$ cat config.mk
export PLATFORM = sky130hd
export DESIGN_NAME = sar_converter_flat
export DESIGN_NICKNAME = d
export VERILOG_FILES = /design/src/logic/sar_pkg.sv /design/src/logic/sar_link_if.sv /design/src/logic/pin_sync.sv /design/src/logic/sar_converter.sv /design/src/flat_wrapper.sv
export SDC_FILE = /design/constraint.sdc
export NUM_CORES = 1
export LEC_CHECK = 0
export BUFFER_PORTS_ARGS = -buffer_cell sky130_fd_sc_hd__buf_4
export CAP_MARGIN = 40
export CORE_ASPECT_RATIO = 1.25
export CORE_MARGIN = 10
export CORE_UTILIZATION = 38
export CTS_CLUSTER_DIAMETER = 200
export CTS_CLUSTER_SIZE = 30
export DETAILED_ROUTE_END_ITERATION = 10
export PLACE_DENSITY = 0.64
export SLEW_MARGIN = 10
export SYNTH_ARGS = -nofsm -noshare
export SYNTH_HDL_FRONTEND = slang
export SYNTH_SLANG_ARGS = --single-unit
$ cat constraint.sdc
create_clock -name mclk -period 1.8 [get_ports mclk]
set_input_delay 0.36 -clock mclk [delete_from_list [all_inputs] [get_ports mclk]]
set_output_delay 0.36 -clock mclk [all_outputs]
set_load 0.1 [all_outputs]
$ cat src/logic/sar_pkg.sv
// package: constants and types shared by both ends of the converter link
package sar_pkg;
   localparam int          RESULT_BITS     = 12;
   localparam int          SHORT_BITS      = 8;
   localparam int          ADDR_BITS       = 16;
   localparam logic [15:0] CSEL_MASK       = 16'h8000;
   localparam logic [3:0]  NIB_START       = 4'h8;
   localparam logic [3:0]  NIB_DONE        = 4'h4;
   localparam logic [3:0]  NIB_LOW         = 4'h1;
   localparam logic [3:0]  NIB_HIGH        = 4'h2;
   localparam int          MCLK_NS         = 50;
   localparam int          STROBE_MIN_NS   = 500;
   localparam int          STROBE_CYC      = (STROBE_MIN_NS + MCLK_NS - 1) / MCLK_NS;
   localparam logic [1:0]  AV_CTRL         = 2'h0;
   localparam logic [1:0]  AV_STATUS       = 2'h1;
   localparam logic [1:0]  AV_RESULT       = 2'h2;
   localparam logic [31:0] CTRL_RESET      = 32'h00000001;
   localparam logic [31:0] UNMAPPED_DATA   = 32'h00000000;
   typedef enum logic [1:0] {
      OP_START,
      OP_DONE,
      OP_LOW,
      OP_HIGH
   } host_op_t;
endpackage : sar_pkg

$ cat src/logic/sar_link_if.sv
// interface: pins between converter and host
`timescale 1ns/1ps
`default_nettype none
interface sar_link_if;
   logic        start;
   logic        low_byte_output_control;
   logic        high_nibble_output_control;
   logic        done_flag_output_control;
   logic        truncate_select;
   logic        comparator;
   logic [11:0] data_out;
   logic        low_oe;
   logic        high_oe;
   logic        done_out;
   logic        done_oe;
   logic        serial_result_bit;
   logic        serial_oe;
   logic        strobe_out;
   logic        strobe_oe;
   modport converter (
      input  start, low_byte_output_control, high_nibble_output_control,
             done_flag_output_control, truncate_select, comparator,
      output data_out, low_oe, high_oe, done_out, done_oe,
             serial_result_bit, serial_oe, strobe_out, strobe_oe
   );
   modport host (
      output start, low_byte_output_control, high_nibble_output_control,
             done_flag_output_control, truncate_select,
      input  data_out, low_oe, high_oe, done_out, done_oe,
             serial_result_bit, serial_oe, strobe_out, strobe_oe
   );
endinterface : sar_link_if
`default_nettype wire

$ cat src/logic/pin_sync.sv
// three-stage pin synchroniser; changes once stages two and three agree
`timescale 1ns/1ps
`default_nettype none
module pin_sync #(
   parameter int WIDTH = 1
) (
   input  wire logic             mclk,
   input  wire logic             rst_n,
   input  wire logic [WIDTH-1:0] pin,
   output var  logic [WIDTH-1:0] level
);
   logic [WIDTH-1:0] s1_reg, s2_reg, s3_reg, level_reg;
   logic [WIDTH-1:0] level_next;
   initial begin
      if (WIDTH < 1) $error("pin_sync width");
   end
   always_comb begin
      level_next = level_reg;
      for (int i = 0; i < WIDTH; i++) begin
         if (s2_reg[i] == s3_reg[i]) level_next[i] = s2_reg[i];
      end
   end
   always_ff @(posedge mclk or negedge rst_n) begin
      if (!rst_n) begin
         s1_reg    <= '0;
         s2_reg    <= '0;
         s3_reg    <= '0;
         level_reg <= '0;
      end else begin
         s1_reg    <= pin;
         s2_reg    <= s1_reg;
         s3_reg    <= s2_reg;
         level_reg <= level_next;
      end
   end
   assign level = level_reg;
endmodule : pin_sync
`default_nettype wire

$ cat src/logic/sar_converter.sv
// converter end: successive approximation sequencer with three-state outputs
//
// Notes on behaviour
// - start mid-conversion aborts at next clock; here it aborts five clocks after start rises, past the four-flop synchroniser
// - start returns low, fresh sequence begins
// - start held high keeps resetting to MSB
// - tied controls drive all twelve together
// - truncate high runs twelve decisions
// - result held from done until next start
// - host reads nibble and byte separately
// - upper nibble stays on data lines eleven to eight
// - receiver samples serial bit on strobe rise
// - floating strobe reads as high
// - top address bit selects converter
// - start address nibble makes start pulse
// - start, done, low byte addresses used
// - host polls done bit zero first
// - low byte and nibble at adjacent addresses
// - host stretches commands to 500 ns
// - done rises with final decision
// - truncate low ends after eight decisions
// - start rise sets MSB, clears done
// - strobe floats one clock after done
`timescale 1ns/1ps
`default_nettype none
module sar_converter
   import sar_pkg::*;
#(
   parameter int BITS  = RESULT_BITS,
   parameter int SHORT = SHORT_BITS
) (
   input  wire logic mclk,
   input  wire logic rst_n,
   sar_link_if.converter link
);
   typedef enum logic [1:0] {
      ST_IDLE,
      ST_HOLD,
      ST_RUN,
      ST_TAIL
   } conv_state_t;
   // the output map splits a twelve-bit word into a nibble and a byte group
   initial begin
      if (BITS != 12) $error("sar_converter width must be twelve");
      if (SHORT < 1 || SHORT > BITS) $error("sar_converter truncation out of range");
   end

   ////////////////////////////////////////////////////////////////////////
   // input pins pass four flops before use: three stages and the agreement register
   logic [5:0] pins;
   pin_sync #(.WIDTH(6)) u_sync (
      .mclk  (mclk),
      .rst_n (rst_n),
      .pin   ({link.start, link.low_byte_output_control, link.high_nibble_output_control,
               link.done_flag_output_control, link.truncate_select, link.comparator}),
      .level (pins)
   );
   logic start_s, low_ctl, high_ctl, done_ctl, trunc_s, comp_s;
   assign {start_s, low_ctl, high_ctl, done_ctl, trunc_s, comp_s} = pins;

   ////////////////////////////////////////////////////////////////////////
   // sequencer
   conv_state_t      state_reg, state_next;
   logic [BITS-1:0]  sar_reg, sar_next;
   logic [BITS-1:0]  trial_reg, trial_next;
   logic             done_reg, done_next;
   logic             ser_reg, ser_next;
   logic             ser_oe_reg, ser_oe_next;
   logic             strobe_reg, strobe_next;
   logic [BITS-1:0]  last_trial;
   logic [BITS-1:0]  kept_word;

   ////////////////////////////////////////////////////////////////////////
   // trial helpers, shared by restart and by every decision

   // the word a start parks the register on: msb under trial, rest clear
   function automatic logic [BITS-1:0] msb_trial();
      msb_trial = {1'b1, {(BITS-1){1'b0}}};
   endfunction : msb_trial

   // comparator high means input below trial: drop the bit
   function automatic logic [BITS-1:0] decide(input logic [BITS-1:0] word,
                                              input logic [BITS-1:0] trial,
                                              input logic            comp);
      decide = comp ? (word & ~trial) : word;
   endfunction : decide

   // the last bit under trial depends on truncation, latched each start
   logic             trunc_reg, trunc_next;
   assign last_trial = trunc_reg ? {{(BITS-1){1'b0}}, 1'b1}
                                 : ({{(BITS-1){1'b0}}, 1'b1} << (BITS - SHORT));
   assign kept_word  = decide(sar_reg, trial_reg, comp_s);

   always_comb begin
      state_next  = state_reg;
      sar_next    = sar_reg;
      trial_next  = trial_reg;
      done_next   = done_reg;
      ser_next    = ser_reg;
      ser_oe_next = ser_oe_reg;
      strobe_next = 1'b0;
      trunc_next  = trunc_reg;
      if (start_s) begin
         // restart wins over any sequence in flight
         state_next  = ST_HOLD;
         sar_next    = msb_trial();
         trial_next  = msb_trial();
         done_next   = 1'b0;
         ser_oe_next = 1'b1;
         trunc_next  = trunc_s;
      end else begin
         case (state_reg)
            ST_IDLE: begin
               ser_oe_next = 1'b0;
            end
            ST_HOLD: begin
               state_next = ST_RUN;
            end
            ST_RUN: begin
               // a decision spans two clocks, strobe high then low, so every bit
               // gets a rising strobe edge of its own; costs twice the clocks per bit
               if (!strobe_reg) begin
                  sar_next    = kept_word;
                  ser_next    = ~comp_s;
                  strobe_next = 1'b1;
                  if (trial_reg == last_trial) begin
                     done_next  = 1'b1;
                     state_next = ST_TAIL;
                  end else begin
                     trial_next = trial_reg >> 1;
                     sar_next   = kept_word | (trial_reg >> 1);
                  end
               end
            end
            ST_TAIL: begin
               // strobe is still high here and floats as it drops, so no new rise
               ser_oe_next = 1'b0;
               state_next  = ST_IDLE;
            end
            default: state_next = ST_IDLE;
         endcase
      end
   end

   ////////////////////////////////////////////////////////////////////////
   // sequencer registers; reset parks it idle with serial outputs floating
   always_ff @(posedge mclk or negedge rst_n) begin
      if (!rst_n) begin
         state_reg  <= ST_IDLE;
         sar_reg    <= '0;
         trial_reg  <= '0;
         done_reg   <= 1'b0;
         ser_reg    <= 1'b0;
         ser_oe_reg <= 1'b0;
         strobe_reg <= 1'b0;
         trunc_reg  <= 1'b1;
      end else begin
         state_reg  <= state_next;
         sar_reg    <= sar_next;
         trial_reg  <= trial_next;
         done_reg   <= done_next;
         ser_reg    <= ser_next;
         ser_oe_reg <= ser_oe_next;
         strobe_reg <= strobe_next;
         trunc_reg  <= trunc_next;
      end
   end

   ////////////////////////////////////////////////////////////////////////
   // three-state enables; result word changes on start and on each decision
   logic low_oe_reg, high_oe_reg, done_oe_reg;
   logic low_oe_next, high_oe_next, done_oe_next;
   // enables lag the controls by the synchroniser plus this register
   always_comb begin
      low_oe_next  = low_ctl;
      high_oe_next = high_ctl;
      done_oe_next = done_ctl;
   end
   always_ff @(posedge mclk or negedge rst_n) begin
      if (!rst_n) begin
         low_oe_reg  <= 1'b0;
         high_oe_reg <= 1'b0;
         done_oe_reg <= 1'b0;
      end else begin
         low_oe_reg  <= low_oe_next;
         high_oe_reg <= high_oe_next;
         done_oe_reg <= done_oe_next;
      end
   end
   assign link.data_out          = sar_reg;
   assign link.low_oe            = low_oe_reg;
   assign link.high_oe           = high_oe_reg;
   assign link.done_out          = done_reg;
   assign link.done_oe           = done_oe_reg;
   assign link.serial_result_bit = ser_reg;
   assign link.serial_oe         = ser_oe_reg;
   assign link.strobe_out        = strobe_reg;
   assign link.strobe_oe         = ser_oe_reg;
endmodule : sar_converter
`default_nettype wire

$ cat src/flat_wrapper.sv
// flat-port wrapper written by rule: the top's interface ports become plain ports
module sar_converter_flat import sar_pkg::*;
#(
   parameter int BITS  = RESULT_BITS,
   parameter int SHORT = SHORT_BITS
)
  (mclk, rst_n, link_start, link_low_byte_output_control, link_high_nibble_output_control, link_done_flag_output_control, link_truncate_select, link_comparator, link_data_out, link_low_oe, link_high_oe, link_done_out, link_done_oe, link_serial_result_bit, link_serial_oe, link_strobe_out, link_strobe_oe);
  sar_link_if link_i ();
  input  wire logic mclk;
  input  wire logic rst_n;
  input wire logic [$bits(link_i.start)-1:0] link_start;
  input wire logic [$bits(link_i.low_byte_output_control)-1:0] link_low_byte_output_control;
  input wire logic [$bits(link_i.high_nibble_output_control)-1:0] link_high_nibble_output_control;
  input wire logic [$bits(link_i.done_flag_output_control)-1:0] link_done_flag_output_control;
  input wire logic [$bits(link_i.truncate_select)-1:0] link_truncate_select;
  input wire logic [$bits(link_i.comparator)-1:0] link_comparator;
  output wire logic [$bits(link_i.data_out)-1:0] link_data_out;
  output wire logic [$bits(link_i.low_oe)-1:0] link_low_oe;
  output wire logic [$bits(link_i.high_oe)-1:0] link_high_oe;
  output wire logic [$bits(link_i.done_out)-1:0] link_done_out;
  output wire logic [$bits(link_i.done_oe)-1:0] link_done_oe;
  output wire logic [$bits(link_i.serial_result_bit)-1:0] link_serial_result_bit;
  output wire logic [$bits(link_i.serial_oe)-1:0] link_serial_oe;
  output wire logic [$bits(link_i.strobe_out)-1:0] link_strobe_out;
  output wire logic [$bits(link_i.strobe_oe)-1:0] link_strobe_oe;
  assign link_i.start = link_start;
  assign link_i.low_byte_output_control = link_low_byte_output_control;
  assign link_i.high_nibble_output_control = link_high_nibble_output_control;
  assign link_i.done_flag_output_control = link_done_flag_output_control;
  assign link_i.truncate_select = link_truncate_select;
  assign link_i.comparator = link_comparator;
  assign link_data_out = link_i.data_out;
  assign link_low_oe = link_i.low_oe;
  assign link_high_oe = link_i.high_oe;
  assign link_done_out = link_i.done_out;
  assign link_done_oe = link_i.done_oe;
  assign link_serial_result_bit = link_i.serial_result_bit;
  assign link_serial_oe = link_i.serial_oe;
  assign link_strobe_out = link_i.strobe_out;
  assign link_strobe_oe = link_i.strobe_oe;
  sar_converter #(.BITS(BITS), .SHORT(SHORT)) u_core (.mclk(mclk), .rst_n(rst_n), .link(link_i));
endmodule
### Word level (Yosys, flattened, before mapping)

Index checks and enable logic that the tools add are counted.

| word-level totals | value |
|---|---|
| ROM bits | 0 |
| memories kept | 0 |
| logic and storage cells | 74 |
| RAM bits | 0 |
| output and inout bits | 20 |
| input port bits | 8 |
| flip-flop bits (word level) | 58 |
| latch bits | 0 |

| operators by class | value |
|---|---|
| multipliers | 0 |
| magnitude comparators | 0 |
| multiplexer cells | 23 |
| bitwise gates (word level) | 6 |
| shifts and indexed selects | 0 |
| add/sub/neg operators | 0 |
| equality and inequality tests | 14 |
| reduce and logical (&&, ||, !) cells | 11 |
| div/mod/pow operators | 0 |

Operator list:

| kind | number |
|---|---|
| $mux 12 | 9 |
| $and 12x12->12 | 1 |
| $eq 12x12->1 | 1 |
| $not 12->12 | 1 |
| $or 12x11->12 | 1 |
| $reduce_and 3->1 | 4 |
| $mux 1 | 9 |
| $eq 1x1->1 | 6 |
| $mux 2 | 3 |
| $pmux 2 s3 | 1 |
| $reduce_bool 2->1 | 3 |
| $mux 5 | 1 |
| $eq 2x2->1 const B | 2 |
| $ne 2x2->1 const B | 2 |
| $reduce_bool 4->1 | 1 |
| $ne 3x2->1 const B | 1 |
| $ne 3x3->1 const B | 1 |
| $not 1->1 | 3 |
| $eq 2x1->1 const B | 1 |
| $logic_not 2->1 | 1 |
| $reduce_and 2->1 | 1 |
| $reduce_or 2->1 | 1 |

### Longest topological paths before layout

| depth | value |
|---|---|
| word-level depth | 8 |
| gate-level depth with buffers | 7 |
| depth with buffers taken out | 6 |

### Modules after synthesis

A second synthesis with hierarchy kept.

| unflattened totals | value |
|---|---|
| cells, all modules | 152 |
| area, all modules | 2,123.3 um^2 |

Modules (own cells, without submodules):

| module | instances | area an instance (um^2) | sequential area each (um^2) | cells each |
|---|---|---|---|---|
| sar_converter | 1 | 1,455.1 | 852.1 | 122 |
| pin_sync | 1 | 668.1 | 600.6 | 30 |

### Least setup slack after synthesis

Ideal clock, no wire load.

| path | value |
|---|---|
| kind | register to register |
| start | reg u_core.strobe_reg, in the netlist u_core.link.strobe_out |
| end | reg u_core.sar_reg[7], in the netlist u_core.link.data_out[7] |
| library setup time | 0.122 ns |
| period minus slack after synthesis | 1.818 ns |
| required time | 1.678 ns |
| arrival | 1.696 ns |
| slack | -0.018 ns |
| stages on the path, launching flop included | 5 |
| buffers on the path | 1 |
| cells stage by stage | dfrtp_1 -> and3b_1 -> clkbuf_1 -> nand2_1 -> a32o_1 |

| on the way | value |
|---|---|
| word-level cells in the longest chain between the ends | 2 |

Ends and longest elaborated chain:

| item | line | RTL |
|---|---|---|
| start: declaration | sar_converter.sv:69 | `logic strobe_reg, strobe_next;` |
| start signal: assignment | sar_converter.sv:164 | `strobe_reg <= strobe_next;` |
| $ne 2x2->1 (no line) | - |  |
| $reduce_and 2->1 (no line) | - |  |
| end signal: assignment | sar_converter.sv:159 | `sar_reg <= sar_next;` |
| end: declaration | sar_converter.sv:64 | `logic [BITS-1:0] sar_reg, sar_next;` |

Every way passes these cells.
A chain may end at the register's enable or synchronous reset.

### Worst setup path in the final report

| path | value |
|---|---|
| start | reg u_core.state_reg[0] |
| end | reg u_core.trial_reg[8] |

| on the way | value |
|---|---|
| word-level cells in the longest chain between the ends | 3 |

Ends and longest elaborated chain:

| item | line | RTL |
|---|---|---|
| start: declaration | sar_converter.sv:63 | `conv_state_t state_reg, state_next;` |
| start signal: assignment | sar_converter.sv:158 | `state_reg <= state_next;` |
| $eq 2x2->1 | sar_converter.sv:112 | `case (state_reg)` |
| $reduce_bool 2->1 (no line) | - |  |
| $reduce_and 3->1 (no line) | - |  |
| end signal: assignment | sar_converter.sv:160 | `trial_reg <= trial_next;` |
| end: declaration | sar_converter.sv:65 | `logic [BITS-1:0] trial_reg, trial_next;` |

Every way passes these cells.

==> summary.txt <==
Area share of the largest cell type after synthesis: 67.86%
Switching Share: 35.66%
Largest net degree at the start of global routing: 34
Minimum clock period after layout: 1.570 ns
Resized Gates After CTS: 0
Hold Buf Count CTS: 1
Clk slew on worst S/H paths: 0.06 ns
Final number of setup-violating endpoints: 0
Row Count: 30
Sequential fraction of the synthesis area: 69.11%
Slew @ Worst Pin: 0.4422 ns
CP max stage delay: 0.41 ns
Critical path cell sequence: inv_1 > ha_1 > nor2b_1 > nand2_1 > nor2_4 > a22o_1
HP Class: primary input to flop
Fmax: 636.9 MHz
Post-synth EDFFs: 0
Synth Flop Type: dfrtp_1
Initial Utilization: 38.89%
Crit Path Class: flop to flop
Top cell type by total area after synthesis: dfrtp_1
Worst setup SP type: flop
CTS max path bufs: 2
Post-Route M1 WL: 1820 µm
Filler Cells Inserted: 509
Combinational share of power: 25.3%
Core footprint: 5405 µm²
Die width: 86.52 µm
Clock group share of total power: 29.9%
Finished Layout Cells: 270
WP data required: 2.06 ns
Peak VDD IR: 0.0005608 V
Die Ht: 103.2 µm
First DRT Iteration DRCs: 101
Max-slew headroom: 70.52%
Routed Antenna Nets: 0
H-tree depth: 3
Layout cells sized above 1: 30.58%
Yosys Warn Count: 0
Status: completed
CTS Sinks: 58
TNS Setup: 0 ns
Setup crit end kind: flop
Worst path buffer plus inverter count: 1
Clock Latency Late Sink: 0.33 ns
Average vias per placed instance: 4.981
First-pass GRT wire length: 6844 µm
DRC viols: 0
Ports: 28
Post-placement cell count: 253
Leakage power: 1.219 nW
Final Skew: 0.01017 ns
Cell Pwr Density: 1285 nW/µm²
Total CTS buffers: 9
Arrival @ worst endpoint: 1.83 ns
Post-CTS Setup Inserts: 0
Power Total: 3.382 mW
Detailed-route wire length: 4185 µm
Cells after Synth: 157
CP max FO: 8
Synth top cells by count: 57 x dfrtp_1, 27 x nand2_1, 9 x nor2_1, 8 x a21oi_1, 7 x a22o_1
NetSw: 1.206 mW
Seq pwr share: 44.7%
Detailed route wirelength on metal2: 2085 µm
Final Cycle Share: 87.22%
Async S/R FF share, synth: 100.0%
Reg2reg setup slack: 0.23 ns
Cell family with most CP delay: simple AND/OR/NAND/NOR gates
Initial antenna violation count: 0
GR Overflow Total: 0
Routed wire length per instance: 15.50 µm
Area growth syn-to-layout: 25.18%
Detail Route met3 WL: 190 µm
Root Driver: clkbuf_8
Post-Syn Nets: 168
Top area cells in the synthesized netlist: dfrtp_1 68%, nand2_1 4.8%, a22o_1 2.9%, maj3_1 2.9%, nor4_4 2.0%
Fin. Hold Viols: 0
Int Pwr: 2.176 mW
Netlist cell types: 31
Slowest CP cell: dfrtp_1
IO Port Bufs: 27
Most common cell in the netlist: dfrtp_1
Nets: 212
Mapped Area: 2102 µm²
Flops & latches, synth: 58
GRT Total Usage: 10.12%
Pins over their slew limit: 0
Top Layer Used: met4
Max-capacitance violation count: 0
Full die area: 8925 µm²
GPL Wtd Cong: 0.7858
Vias in the first global route: 1417
Antenna diodes: 0
DRT Pass-1 Iters: 4
CTS tree: done
Final Util: 48.68%
RSZ-0062 raised after global routing: false
Avg Cell Area, Syn: 13.39 µm²
HPWL Detailed: 2939 µm
Routed via count: 1345
layer usage:
layer  track usage (%)  vias to the layer above
met5                 0                        -
met4             6.117                        0
met3             3.953                       10
met2             16.27                       36
met1             11.04                      665
li1                  -                      634
cell type report:
type                       instances  area [µm²]  share of cell area, %
tap                               64       80.08                  3.043
inverter                           5       18.77                 0.7133
multi-input combinational         89       606.8                  23.06
clock buffer                      11       141.4                  5.373
clock inverter                     5       30.03                  1.141
timing repair buffer              38       300.3                  11.41
sequential                        58        1454                  55.25
cell families (layout without fill, tap and decap cells):
group | count (synthesis) | count (layout) | share of synthesized area [%]
simple gates | 46 | 46 | 11.61
fa+ha+maj | 9 | 9 | 4.643
compound gates | 33 | 33 | 12.08
mux | 1 | 1 | 0.5357
flops | 58 | 58 | 69.11
buf+inv | 10 | 59 | 2.023
stage by stage:
stage	hold WS [ns]	setup slack [ns]	cell area, µm²
floorplan	0.06441	0.1003	2103
global placement	0.3337	0.2841	2450
detailed placement	0.3373	0.2721	2450
CTS	0.1159	0.2376	2631
global route	0.1133	0.1351	2631
finish	0.1345	0.2300	2631
power by group through the flow:
stage	Sequential, mW	Clock, mW	Combinational (mW)
2_1_floorplan	1.82	0	0.352
3_3_place_gp	1.53	0	0.863
3_5_place_dp	1.54	0	0.857
4_1_cts	1.51	1.04	0.865
5_1_grt	1.53	1.11	0.917
6_report	1.51	1.01	0.857
worst paths after layout:
| check | from | end | cells after the start |
|---|---|---|---|
| setup / recovery | u_core.state_reg[0]$_DFFE_PN0P_ | u_core.trial_reg[8]$_DFFE_PN0P_ | 6 |
| hold / removal | link_high_nibble_output_control | u_core.u_sync.s1_reg[3]$_DFF_PN0_ | 1 |
| setup reg to reg | u_core.state_reg[0]$_DFFE_PN0P_ | u_core.trial_reg[8]$_DFFE_PN0P_ | 6 |
| hold reg to reg | u_core.u_sync.s1_reg[4]$_DFF_PN0_ | u_core.u_sync.s2_reg[4]$_DFF_PN0_ | 0 |
| max in group asynchronous | rst_n | u_core.link.data_out[5]$_DFFE_PN0P_ | 3 |
| min in group asynchronous | rst_n | u_core.link.done_out$_DFFE_PN0P_ | 2 |
cell usage in the layout, fill, tap and decap left out, types with 2 or more instances in the layout:
master      instances
buf_4              36
nor4_4              2
a32o_1              4
clkbuf_8           10
nand2_1            27
clkinv_2            3
a22o_1              7
maj3_1              6
nand2b_1            2
inv_1               4
and3b_1             2
dfrtp_1            56
o21ai_0             3
clkinvlp_4          2
nor2_1              9
ha_1                3
a22oi_1             4
a21oi_1             8
Note: power is estimated with default switching activity, not from simulation.
